<file path="src/design/itc_pkg.sv">
// Shared constants for the isochronous transmit context control block
package itc_pkg;

    // ==========================================================
    // Sizes
    // ==========================================================
    localparam int ADDR_W  = 12;  // Byte address width
    localparam int DATA_W  = 32;  // Register data width
    localparam int NUM_CTX = 8;   // Transmit contexts
    localparam int CODE_W  = 5;   // Completion code width
    localparam int EVT_W   = 16;  // Interrupt event bits

    // ==========================================================
    // Register offsets
    // ==========================================================
    localparam logic [11:0] CTX_SET_BASE   = 12'h200;  // Set address, ctx 0
    localparam logic [11:0] CTX_CLR_BASE   = 12'h204;  // Clear address, ctx 0
    localparam logic [11:0] CTX_STRIDE     = 12'h010;  // Step per context
    localparam logic [11:0] IRQ_STATUS_OFF = 12'h100;  // Sticky event status
    localparam logic [11:0] IRQ_MASK_OFF   = 12'h104;  // Event mask

    // ==========================================================
    // Field positions of the context control word and event status
    // ==========================================================
    localparam int RUN_BIT    = 15;  // Run
    localparam int WAKE_BIT   = 12;  // Resume request
    localparam int DEAD_BIT   = 11;  // Fatal halt
    localparam int ACTIVE_BIT = 10;  // Processing
    localparam int CODE_LSB   = 0;   // Completion code, 5 bits
    localparam int FATAL_EVT  = 0;   // Fatal events in status 7..0
    localparam int DONE_EVT   = 8;   // Completion events in 15..8

    // ==========================================================
    // Reset values
    // ==========================================================
    localparam logic              RUN_RST    = 1'b0;
    localparam logic              WAKE_RST   = 1'b0;
    localparam logic              DEAD_RST   = 1'b0;
    localparam logic              ACTIVE_RST = 1'b0;
    localparam logic [4:0]        CODE_RST   = 5'h00;
    localparam logic [15:0]       EVT_RST    = 16'h0000;
    localparam logic [31:0]       RD_RST     = 32'h00000000;

endpackage : itc_pkg

</file>
<file path="src/design/itc_irq.sv">
// Sticky event status, mask and level interrupt for the context block
`timescale 1ns/10ps

module itc_irq
    import itc_pkg::*;
(
    // Clock and reset
    input  wire logic             clock,
    input  wire logic             rst,
    // Events and software access
    input  wire logic [EVT_W-1:0] evtPulse,
    input  wire logic             statusWrite,
    input  wire logic             maskWrite,
    input  wire logic [EVT_W-1:0] wrData,
    // State and interrupt
    output logic      [EVT_W-1:0] status_reg,
    output logic      [EVT_W-1:0] mask_reg,
    output logic                  irq_reg
);

    logic [EVT_W-1:0] status_next;  // Status after this cycle
    logic [EVT_W-1:0] mask_next;    // Mask after this cycle

    // ==========================================================
    // Next values
    // ==========================================================
    // Write one clears; a new event in the same cycle wins
    always_comb
    begin
        status_next = status_reg;
        if (statusWrite)
        begin
            status_next = status_reg & ~wrData;
        end
        status_next = status_next | evtPulse;
        mask_next   = maskWrite ? wrData : mask_reg;
    end

    // Status, mask and interrupt flops
    always_ff @(posedge clock or posedge rst)
    begin
        if (rst)
        begin
            status_reg <= EVT_RST;
            mask_reg   <= EVT_RST;
            irq_reg    <= 1'b0;
        end
        else
        begin
            status_reg <= status_next;
            mask_reg   <= mask_next;
            irq_reg    <= |(status_next & mask_next);
        end
    end

endmodule : itc_irq

</file>
<file path="src/design/itc_context_ctrl.sv">
// Control and status of eight isochronous transmit DMA contexts
//
// Strobed register access and the address map were decided locally.
`timescale 1ns/10ps

module itc_context_ctrl
    import itc_pkg::*;
(
    // Clock and resets
    input  wire logic               clock,
    input  wire logic               rst,
    input  wire logic               softReset,
    // Register port
    input  wire logic [ADDR_W-1:0]  regAddr,
    input  wire logic [DATA_W-1:0]  regWrData,
    input  wire logic               regWrite,
    input  wire logic               regRead,
    output logic      [DATA_W-1:0]  regRdData,
    // Descriptor engine status, one bit per context, plus a shared completion code
    input  wire logic [NUM_CTX-1:0] fetchStrobe,
    input  wire logic [NUM_CTX-1:0] fatalError,
    input  wire logic [NUM_CTX-1:0] ctxIdle,
    input  wire logic [NUM_CTX-1:0] doneValid,
    input  wire logic [CODE_W-1:0]  doneCode,
    // Descriptor engine control, one bit per context
    output logic      [NUM_CTX-1:0] runEnable,
    output logic      [NUM_CTX-1:0] startReq,
    output logic      [NUM_CTX-1:0] wakeReq,
    // Interrupt
    output logic                    irq
);

    // ==========================================================
    // Declarations
    // ==========================================================
    logic [NUM_CTX-1:0] run_reg;       // Run bits
    logic [NUM_CTX-1:0] wake_reg;      // Resume request bits
    logic [NUM_CTX-1:0] dead_reg;      // Fatal halt bits
    logic [NUM_CTX-1:0] active_reg;    // Processing bits
    logic [NUM_CTX-1:0] start_reg;     // Start pulses
    logic [NUM_CTX-1:0] wakeOut_reg;   // Resume pulses
    logic [CODE_W-1:0]  code_reg [NUM_CTX];  // Completion codes
    logic [DATA_W-1:0]  ctrlWord [NUM_CTX];  // Readable control words
    logic [NUM_CTX-1:0] setHit;        // Write to a set address
    logic [NUM_CTX-1:0] clrHit;        // Write to a clear address
    logic [NUM_CTX-1:0] runRise;       // Run going 0 to 1
    logic [NUM_CTX-1:0] runFall;       // Run going 1 to 0
    logic [NUM_CTX-1:0] wakeSet;       // Software writes wake
    logic [DATA_W-1:0]  rd_reg;        // Read data flop
    logic [DATA_W-1:0]  rd_next;       // Read data next value
    logic               rdCtx_next;    // Read address hits a context
    logic               rdCtx_reg;     // Read data hold a context word
    logic [EVT_W-1:0]   evtPulse;      // Events to the status register
    logic [EVT_W-1:0]   irqStatus;     // Sticky status
    logic [EVT_W-1:0]   irqMask;       // Event mask
    logic               irq_reg;       // Interrupt flop
    logic               statusWrite;   // Write to status
    logic               maskWrite;     // Write to mask

    // ==========================================================
    // Per-context logic
    // ==========================================================
    // one copy per context
    for (genvar g = 0; g < NUM_CTX; g++)
    begin : gCtx
        localparam logic [11:0] OFF = CTX_STRIDE * 12'(g);

        assign setHit[g]  = regWrite && (regAddr == CTX_SET_BASE + OFF);
        assign clrHit[g]  = regWrite && (regAddr == CTX_CLR_BASE + OFF);
        assign runRise[g] = setHit[g] && regWrData[RUN_BIT] && !run_reg[g];
        assign runFall[g] = clrHit[g] && regWrData[RUN_BIT] && run_reg[g];
        assign wakeSet[g] = setHit[g] && regWrData[WAKE_BIT];

        // run moves only by software or reset
        always_ff @(posedge clock or posedge rst)
        begin
            if (rst)
            begin
                run_reg[g] <= RUN_RST;
            end
            else if (softReset)
            begin
                run_reg[g] <= RUN_RST;
            end
            else if (runRise[g])
            begin
                run_reg[g] <= 1'b1;
            end
            else if (runFall[g])
            begin
                run_reg[g] <= 1'b0;
            end
        end

        // Resume request: software sets, a fetch clears, set wins
        always_ff @(posedge clock or posedge rst)
        begin
            if (rst)
            begin
                wake_reg[g] <= WAKE_RST;
            end
            else if (softReset)
            begin
                wake_reg[g] <= WAKE_RST;
            end
            else if (wakeSet[g])
            begin
                wake_reg[g] <= 1'b1;
            end
            else if (fetchStrobe[g])
            begin
                wake_reg[g] <= 1'b0;
            end
        end

        // Fatal halt: error while running sets, run clear resets, set wins
        always_ff @(posedge clock or posedge rst)
        begin
            if (rst)
            begin
                dead_reg[g] <= DEAD_RST;
            end
            else if (fatalError[g] && run_reg[g])
            begin
                dead_reg[g] <= 1'b1;
            end
            else if (runFall[g] || softReset)
            begin
                dead_reg[g] <= 1'b0;
            end
        end

        // Processing flag
        always_ff @(posedge clock or posedge rst)
        begin
            if (rst)
            begin
                active_reg[g] <= ACTIVE_RST;
            end
            // stop, fatal or idle ends processing
            else if (softReset || fatalError[g] || runFall[g]
                     || ctxIdle[g] || dead_reg[g])
            begin
                active_reg[g] <= 1'b0;
            end
            // start or resume makes it active
            else if (runRise[g] || (wakeSet[g] && run_reg[g]))
            begin
                active_reg[g] <= 1'b1;
            end
        end

        // Start and resume pulses toward the descriptor engine
        always_ff @(posedge clock or posedge rst)
        begin
            if (rst)
            begin
                start_reg[g]   <= 1'b0;
                wakeOut_reg[g] <= 1'b0;
            end
            else
            begin
                start_reg[g]   <= runRise[g] && !softReset;
                wakeOut_reg[g] <= wakeSet[g] && run_reg[g]
                                  && !dead_reg[g] && !softReset;
            end
        end

        // Completion code after a final output descriptor
        always_ff @(posedge clock or posedge rst)
        begin
            if (rst)
            begin
                code_reg[g] <= CODE_RST;
            end
            else if (doneValid[g])
            begin
                code_reg[g] <= doneCode;
            end
        end

        // Readable word; reserved zero, speed zero
        always_comb
        begin
            ctrlWord[g]                 = RD_RST;
            ctrlWord[g][RUN_BIT]        = run_reg[g];
            ctrlWord[g][WAKE_BIT]       = wake_reg[g];
            ctrlWord[g][DEAD_BIT]       = dead_reg[g];
            ctrlWord[g][ACTIVE_BIT]     = active_reg[g];
            ctrlWord[g][CODE_LSB +: CODE_W] = code_reg[g];
        end

        // Run only changes under a software write or reset
        // no self change
        run_stable_a: assert property (@(posedge clock)
            disable iff (rst)
            !$past(setHit[g]) && !$past(clrHit[g]) && !$past(softReset)
            |-> $stable(run_reg[g]))
            else $error("run changed without software");
        run_clear_a: assert property (@(posedge clock)
            disable iff (rst)
            clrHit[g] && regWrData[RUN_BIT] |=> !run_reg[g])
            else $error("run not cleared by clear write");
        wake_fetch_a: assert property (@(posedge clock)
            disable iff (rst)
            fetchStrobe[g] && !wakeSet[g] |=> !wake_reg[g])
            else $error("wake survived a fetch");
        dead_set_a: assert property (@(posedge clock)
            disable iff (rst)
            fatalError[g] && run_reg[g] |=> dead_reg[g] && !active_reg[g])
            else $error("fatal error not reported");
        dead_clear_a: assert property (@(posedge clock)
            disable iff (rst)
            runFall[g] && !fatalError[g] |=> !dead_reg[g] && !active_reg[g])
            else $error("halt not cleared on stop");
        start_pulse_a: assert property (@(posedge clock)
            disable iff (rst)
            runRise[g] && !softReset |=> startReq[g] && run_reg[g]
            ##1 !startReq[g])
            else $error("start pulse missing");
        active_run_a: assert property (@(posedge clock)
            disable iff (rst)
            active_reg[g] |-> run_reg[g] && !dead_reg[g])
            else $error("active without run");
        code_store_a: assert property (@(posedge clock)
            disable iff (rst)
            doneValid[g] |=> code_reg[g] == $past(doneCode))
            else $error("completion code not stored");
    end

    // ==========================================================
    // Interrupt events and register
    // ==========================================================
    // Fatal and completion events per context
    assign evtPulse[FATAL_EVT +: NUM_CTX] = fatalError & run_reg;
    assign evtPulse[DONE_EVT +: NUM_CTX]  = doneValid;
    assign statusWrite = regWrite && (regAddr == IRQ_STATUS_OFF);
    assign maskWrite   = regWrite && (regAddr == IRQ_MASK_OFF);

    // Sticky status, mask and interrupt level
    itc_irq uIrq
    (
        .clock       (clock),
        .rst         (rst),
        .evtPulse    (evtPulse),
        .statusWrite (statusWrite),
        .maskWrite   (maskWrite),
        .wrData      (regWrData[EVT_W-1:0]),
        .status_reg  (irqStatus),
        .mask_reg    (irqMask),
        .irq_reg     (irq_reg)
    );

    // ==========================================================
    // Read path
    // ==========================================================
    // Decode the read address; unmapped reads return zero
    always_comb
    begin
        rd_next    = RD_RST;
        rdCtx_next = 1'b0;
        if (regAddr == IRQ_STATUS_OFF)
        begin
            rd_next[EVT_W-1:0] = irqStatus;
        end
        else if (regAddr == IRQ_MASK_OFF)
        begin
            rd_next[EVT_W-1:0] = irqMask;
        end
        for (int k = 0; k < NUM_CTX; k++)
        begin
            if (regAddr == CTX_SET_BASE + CTX_STRIDE * 12'(k)
                || regAddr == CTX_CLR_BASE + CTX_STRIDE * 12'(k))
            begin
                rd_next    = ctrlWord[k];
                rdCtx_next = 1'b1;
            end
        end
    end

    // Read data stand for one cycle after the strobe only
    always_ff @(posedge clock or posedge rst)
    begin
        if (rst)
        begin
            rd_reg    <= RD_RST;
            rdCtx_reg <= 1'b0;
        end
        else
        begin
            rd_reg    <= regRead ? rd_next : RD_RST;
            // Marks context words; status and mask use these bit places
            rdCtx_reg <= regRead && rdCtx_next;
        end
    end

    rsvd_high_a: assert property (@(posedge clock)
        disable iff (rst)
        rdCtx_reg |-> rd_reg[14:13] == 2'b00)
        else $error("reserved bits 14 13 not zero");
    // reserved 9 8 zero, speed zero
    rsvd_low_a: assert property (@(posedge clock)
        disable iff (rst)
        rdCtx_reg |-> rd_reg[9:8] == 2'b00 && rd_reg[7:5] == 3'b000)
        else $error("reserved bits 9 8 or speed not zero");

    // Main scenarios
    run_start_c: cover property (@(posedge clock) disable iff (rst)
        runRise[0] ##1 startReq[0]);
    fatal_stop_c: cover property (@(posedge clock) disable iff (rst)
        dead_reg[0] ##[1:20] runFall[0]);
    wake_fetch_c: cover property (@(posedge clock) disable iff (rst)
        wakeReq[1] ##[1:20] fetchStrobe[1]);
    irq_raise_c: cover property (@(posedge clock) disable iff (rst)
        doneValid[2] ##[1:3] irq);

    // ==========================================================
    // Outputs
    // ==========================================================
    assign regRdData = rd_reg;
    assign runEnable = run_reg;
    assign startReq  = start_reg;
    assign wakeReq   = wakeOut_reg;
    assign irq       = irq_reg;

endmodule : itc_context_ctrl

</file>
<file path="config.mk">
export PLATFORM = sky130hd
export DESIGN_NAME = itc_context_ctrl
export DESIGN_NICKNAME = d
export VERILOG_FILES = /design/src/design/itc_pkg.sv /design/src/design/itc_irq.sv /design/src/design/itc_context_ctrl.sv
export SDC_FILE = /design/constraint.sdc
export NUM_CORES = 1
export LEC_CHECK = 0
export ABC_AREA = 0
export BUFFER_PORTS_ARGS = -buffer_cell sky130_fd_sc_hd__buf_2
export CAP_MARGIN = 20
export CORE_ASPECT_RATIO = 0.7
export CORE_MARGIN = 2
export CORE_UTILIZATION = 55
export CTS_CLUSTER_DIAMETER = 200
export DETAILED_ROUTE_END_ITERATION = 10
export PLACE_DENSITY = 0.77
export SLEW_MARGIN = 20
export SYNTH_ARGS = -nofsm -noshare
export SYNTH_HDL_FRONTEND = slang
export SYNTH_SLANG_ARGS = --single-unit
</file>
<file path="constraint.sdc">
create_clock -name clock -period 9.6 [get_ports clock]
set_input_delay 0.48 -clock clock [delete_from_list [all_inputs] [get_ports clock]]
set_output_delay 0.48 -clock clock [all_outputs]
set_load 0.02 [all_outputs]
</file>
# Word-level counts from Yosys, hierarchy flattened
# Cells that the tools add are included.
# classes
n_eq_ne	18
n_mux	93
bitwise_logic	5
reduce_logical	204
# ops
operator	n
two-way mux 32 bit	8
equality test 12 x 10 -> 1 bit, second input constant	16
logical AND 1 bit	98
two-way mux 1 bit	80
two-way mux 16 bit	5
logical OR 1 bit	56
nonzero test 3 bit	16
bitwise AND 16 bit	2
nonzero test 2 bit	16
equality test 12 x 9 -> 1 bit, second input constant	2
zero test 1 bit	17
NOT 16 bit	1
bitwise OR 16 bit	1
OR reduction 16 bit	1
bitwise AND 8 bit	1
# word_totals
register_bits	153
inputBits	86

# Depth between registers and ports, before layout
# logic_depth
depth_word	12
mapped_depth	9
ltp_nobuf	6

# By module
# A second synthesis with hierarchy kept.
# unflattened
hier_cells	615
area_unflattened_um2	6856.6
# modules_own_cells
mod	n_inst	cells_per_inst	area_each_um2	seq_area_each_um2
itc_context_ctrl	1	509	5444.0	2602.5
itc_irq	1	106	1412.6	825.8

# Worst setup path after synthesis
# OpenSTA, ideal clock, no wires.
# synth_timing
kind	input-to-reg
from	in regAddr[4]
to	reg uIrq.irq_reg
setup_ps	143
t_arrival_ps	2119
required_ps	9457
path_slack_ps	7338
path_stages	8
path_buffers	2
path_cell_list	buf_6 -> nor4_4 -> nand4_4 -> buf_6 -> mux2_4 -> o21a_1 -> a2111oi_2 -> nand4_1
# synth_between
word_cells_on_any_way	9
cone_classes	eq/ne (2); mux (2); bitwise (2); reduce/logical (3)
# synth_rtl
element	line	text
start: declaration	itc_context_ctrl.sv:14	input wire logic [ADDR_W-1:0] regAddr,
equality test 12 x 9 -> 1 bit	itc_context_ctrl.sv:238	assign maskWrite = regWrite && (regAddr == IRQ_MASK_OFF);
logical AND 1 bit	itc_context_ctrl.sv:238	
two-way mux 16 bit	itc_irq.sv:36	mask_next = maskWrite ? wrData : mask_reg;
via uIrq.mask_next[14]	itc_irq.sv:22	logic [EVT_W-1:0] mask_next;
bitwise AND 16 bit	itc_irq.sv:52	irq_reg <= |(status_next & mask_next);
OR reduction 16 bit	itc_irq.sv:52	
end signal: assignment	itc_irq.sv:52	
end: declaration	itc_irq.sv:18	output logic irq_reg
# The timed path passes the listed nets, and every way through them passes these cells.
# A chain may end at the register's enable or synchronous reset.

# Final worst setup path
# layout_timing
from	in regAddr[8]
to	reg rd_reg[1] (netlist: regRdData[1])
# layout_between
elab_chain_cells	12
word_cells_on_any_way	37
cone_classes	eq/ne (18); mux (11); reduce/logical (8)
# layout_rtl
element	line	text
equality test 12 x 9 -> 1 bit	itc_context_ctrl.sv:266	else if (regAddr == IRQ_MASK_OFF)
two-way mux 16 bit	itc_context_ctrl.sv:266	
two-way mux 16 bit	itc_context_ctrl.sv:262	if (regAddr == IRQ_STATUS_OFF)
two-way mux 16 bit	itc_context_ctrl.sv:272	if (regAddr == CTX_SET_BASE + CTX_STRIDE * 12'(k)
two-way mux 32 bit (6 in a row)	itc_context_ctrl.sv:272	
two-way mux 32 bit (*)	itc_context_ctrl.sv:272	
two-way mux 32 bit (*)	itc_context_ctrl.sv:291	rd_reg <= regRead ? rd_next : RD_RST;
end signal: assignment	itc_context_ctrl.sv:291	
end: declaration	itc_context_ctrl.sv:49	logic [DATA_W-1:0] rd_reg;
# Mark *: on every way between the ends. The rest lies on a longest branch, timed or not.

==> impl_metrics.json <==
{
  "drt.antenna.violating_nets": 0,
  "crit_path_start": "regAddr[8]",
  "slew_headroom": 0.291,
  "final_area_sq_mm": 0.00769,
  "die_h_microns": 95.1,
  "antenna_found_initial": 0,
  "place_congestion": 0.854,
  "ys_top_cells_by_area": "dfrtp_1, mux2_2, nand2_1, buf_4, nor2_1",
  "cts_buffer_depth": 2,
  "fp.dieArea_sq_mm": 0.0127,
  "end_kind": "flop",
  "io_pins": 143,
  "synth_area_sq_mm": 0.00651,
  "fillers": 917,
  "syn_to_final_growth_pct": 18.1,
  "start_kind": "input port",
  "dr_wl_met3_mm": 1.25,
  "numCtsBuffers": 17,
  "worst_pin_slew_ns": 1.06,
  "viasPerCell": 6.10,
  "drc_errors": 0,
  "dpl.hpwl_mm": 11.9,
  "leakagePower_nw": 3.70,
  "hold_viol_final": 0,
  "synth_ff_type": "dfrtp_1",
  "power.share.sequential": 0.416,
  "die_w_microns": 134,
  "grt_use_total": 0.280,
  "arrival_ns": 3.16,
  "final-setup-viol-count": 0,
  "cp_max_fo": 11,
  "powerDensity_mw_per_mm2": 189,
  "switchingPower_mw": 0.326,
  "num_antenna_cells": 0,
  "ys_warn_count": 0,
  "drt_iter0_markers": 450,
  "holdBufCountCts": 0,
  "largest_reg_flops": 40,
  "root_buffer": "clkbuf_16",
  "fmax_mhz": 348,
  "yosys.area.top_type": "dfrtp_1",
  "wl_met2_mm": 8.18,
  "vdd_ir_drop_max_uv": 111,
  "overflow": 0,
  "hold_slack_ns": 0.153,
  "fin_total_pwr_mw": 1.45,
  "worstSetupPathType": "input port to flop",
  "dr.pass1.iters": 5,
  "htree_num_levels": 4,
  "netlist.area_leader.share": 0.526,
  "wirelength_mm": 17.3,
  "top_layer": "met4",
  "place_area_sq_mm": 0.00701,
  "fin_nets": 768,
  "finalMaxSlewViolations": 0,
  "clockPowerShare": 0.518,
  "rsz0062_at_grt": "false",
  "timing.rr.start": "runEnable[4]",
  "grt_pass1_wl_mm": 26.6,
  "hp-class": "input port to async pin",
  "ys_ff_latch": 137,
  "synth_edf_count": 0,
  "core-area_sq_mm": 0.0116,
  "instances_no_fill": 852,
  "setup_ws_ns": 6.73,
  "drv_cap": 0,
  "num_rows": 33,
  "p_comb_frac": 0.065,
  "grt_max_degree": 70,
  "drt-met1-wl_mm": 7.54,
  "synthArstFlopShare": 1.00,
  "finalSetupTns_ns": 0,
  "fin_crit_ns": 2.87,
  "drive_gt1_frac": 0.341,
  "status": "finished, final reports clean",
  "vias": 5194,
  "clk_latency_ns": 0.42,
  "crit_required_ns": 9.89,
  "post_synth_num_cell_types": 48,
  "finClkSkew_ns": 0.00473,
  "route.detailed.wl_per_inst_microns": 20.3,
  "path_clk_slew_ns": 0.06,
  "cts_tree": "done",
  "p_int_mw": 1.13,
  "fin_crit_sh": 0.299,
  "pre_cts_ws_ns": 6.38,
  "cts.sinks": 137,
  "initial_utilization": 0.559,
  "synth_cells": 594,
  "ys_seq_area_frac": 0.526,
  "syn_area_per_cell_sq_um": 11.0,
  "swShare": 0.224,
  "dp.cells": 820,
  "post_cts_buffers": 0,
  "post-route-util": 0.661,
  "grt_pass1_vias": 4994,
  "cts_resized": 0,
  "io_buffers": 110
}
==> power groups by stage <==
| stage | Sequential, mW | Combinational, mW | Clock (mW) |
|---|---|---|---|
| final | 0.605 | 0.0951 | 0.754 |
| after global routing | 0.607 | 0.103 | 0.784 |
| after CTS | 0.605 | 0.0952 | 0.758 |
| after detailed placement | 0.615 | 0.0943 | 0 |
| after global placement | 0.613 | 0.0910 | 0 |
| after floorplan | 0.612 | 0.0649 | 0 |
==> cell families (layout without fill, tap and decap cells) <==
| logic type | Yosys count | after routing | synth area share |
|---|---|---|---|
| AO/OA/AOI/OAI | 135 | 135 | 0.144 |
| buffers and inverters | 70 | 156 | 0.0578 |
| flip-flops | 137 | 137 | 0.526 |
| multiplexers | 82 | 82 | 0.141 |
| other | 1 | 16 | 0.000576 |
| AND/OR/NAND/NOR | 169 | 169 | 0.131 |
==> path summary, 6_finish.rpt <==
path                            endpoint  slack, ns  cells after the start
max reg2reg                 uIrq.irq_reg       7.87                      4
min in group clock         active_reg[4]       0.32                      4
max in group asynchronous   code_reg[32]       8.19                      3
max                         regRdData[1]       6.73                      8
min reg2reg                  code_reg[1]       0.51                      1
min                          startReq[7]       0.15                      2
==> synthesized netlist by cell type, drive strengths merged, types with 2 or more instances <==
cell type	n
a2111oi	3
a211oi	11
a21bo	6
a21boi	9
a21o	12
a21oi	18
a22o	5
a22oi	9
a31oi	16
a32oi	7
and2	3
and3	4
buf	33
clkbuf	27
dfrtp	137
inv	10
mux2	74
mux2i	8
nand2	72
nand3	4
nand4	3
nor2	37
nor2b	3
nor3	21
nor3b	3
nor4b	9
o21a	2
o21ai	27
o221ai	9
or2	3
==> final cells by class <==
cell class                 instances  area (sq um)  area share
clock inverter                    14           241      0.0314
inverter                          10          42.5     0.00553
sequential                       137          3430       0.446
multi-input combinational        402          2770       0.359
clock buffer                      18           439      0.0571
timing repair buffer             114           581      0.0755
tap                              157           196      0.0255
==> worst max-delay path, cell delays in order <==
cell and delay [ns]:
buf_2 0.10, nor4b_1 0.78, nand2_1 0.49, nor3_1 0.57
buf_4 0.27, a211oi_1 0.06, a211oi_1 0.28, o21ai_0 0.12
==> metal layers <==
metal / GRT usage / vias to the layer above
li1: - / 2279
met1: 0.375 / 2637
met2: 0.456 / 248
met3: 0.0723 / 30
met4: 0.0904 / 0
met5: 0 / -
==> cells in the final DEF (no fill, tap or decap), types with 12 or more instances in the layout <==
| master | instances |
|---|---|
| a21oi_1 | 18 |
| conb_1 | 16 |
| nor3_1 | 19 |
| clkbuf_16 | 17 |
| mux2_2 | 73 |
| nor2_1 | 37 |
| dfrtp_1 | 137 |
| nand2_1 | 72 |
| a21o_1 | 12 |
| a31oi_1 | 16 |
| buf_2 | 110 |
| o21ai_0 | 27 |
No activity file was read; power rests on OpenSTA's default activity.
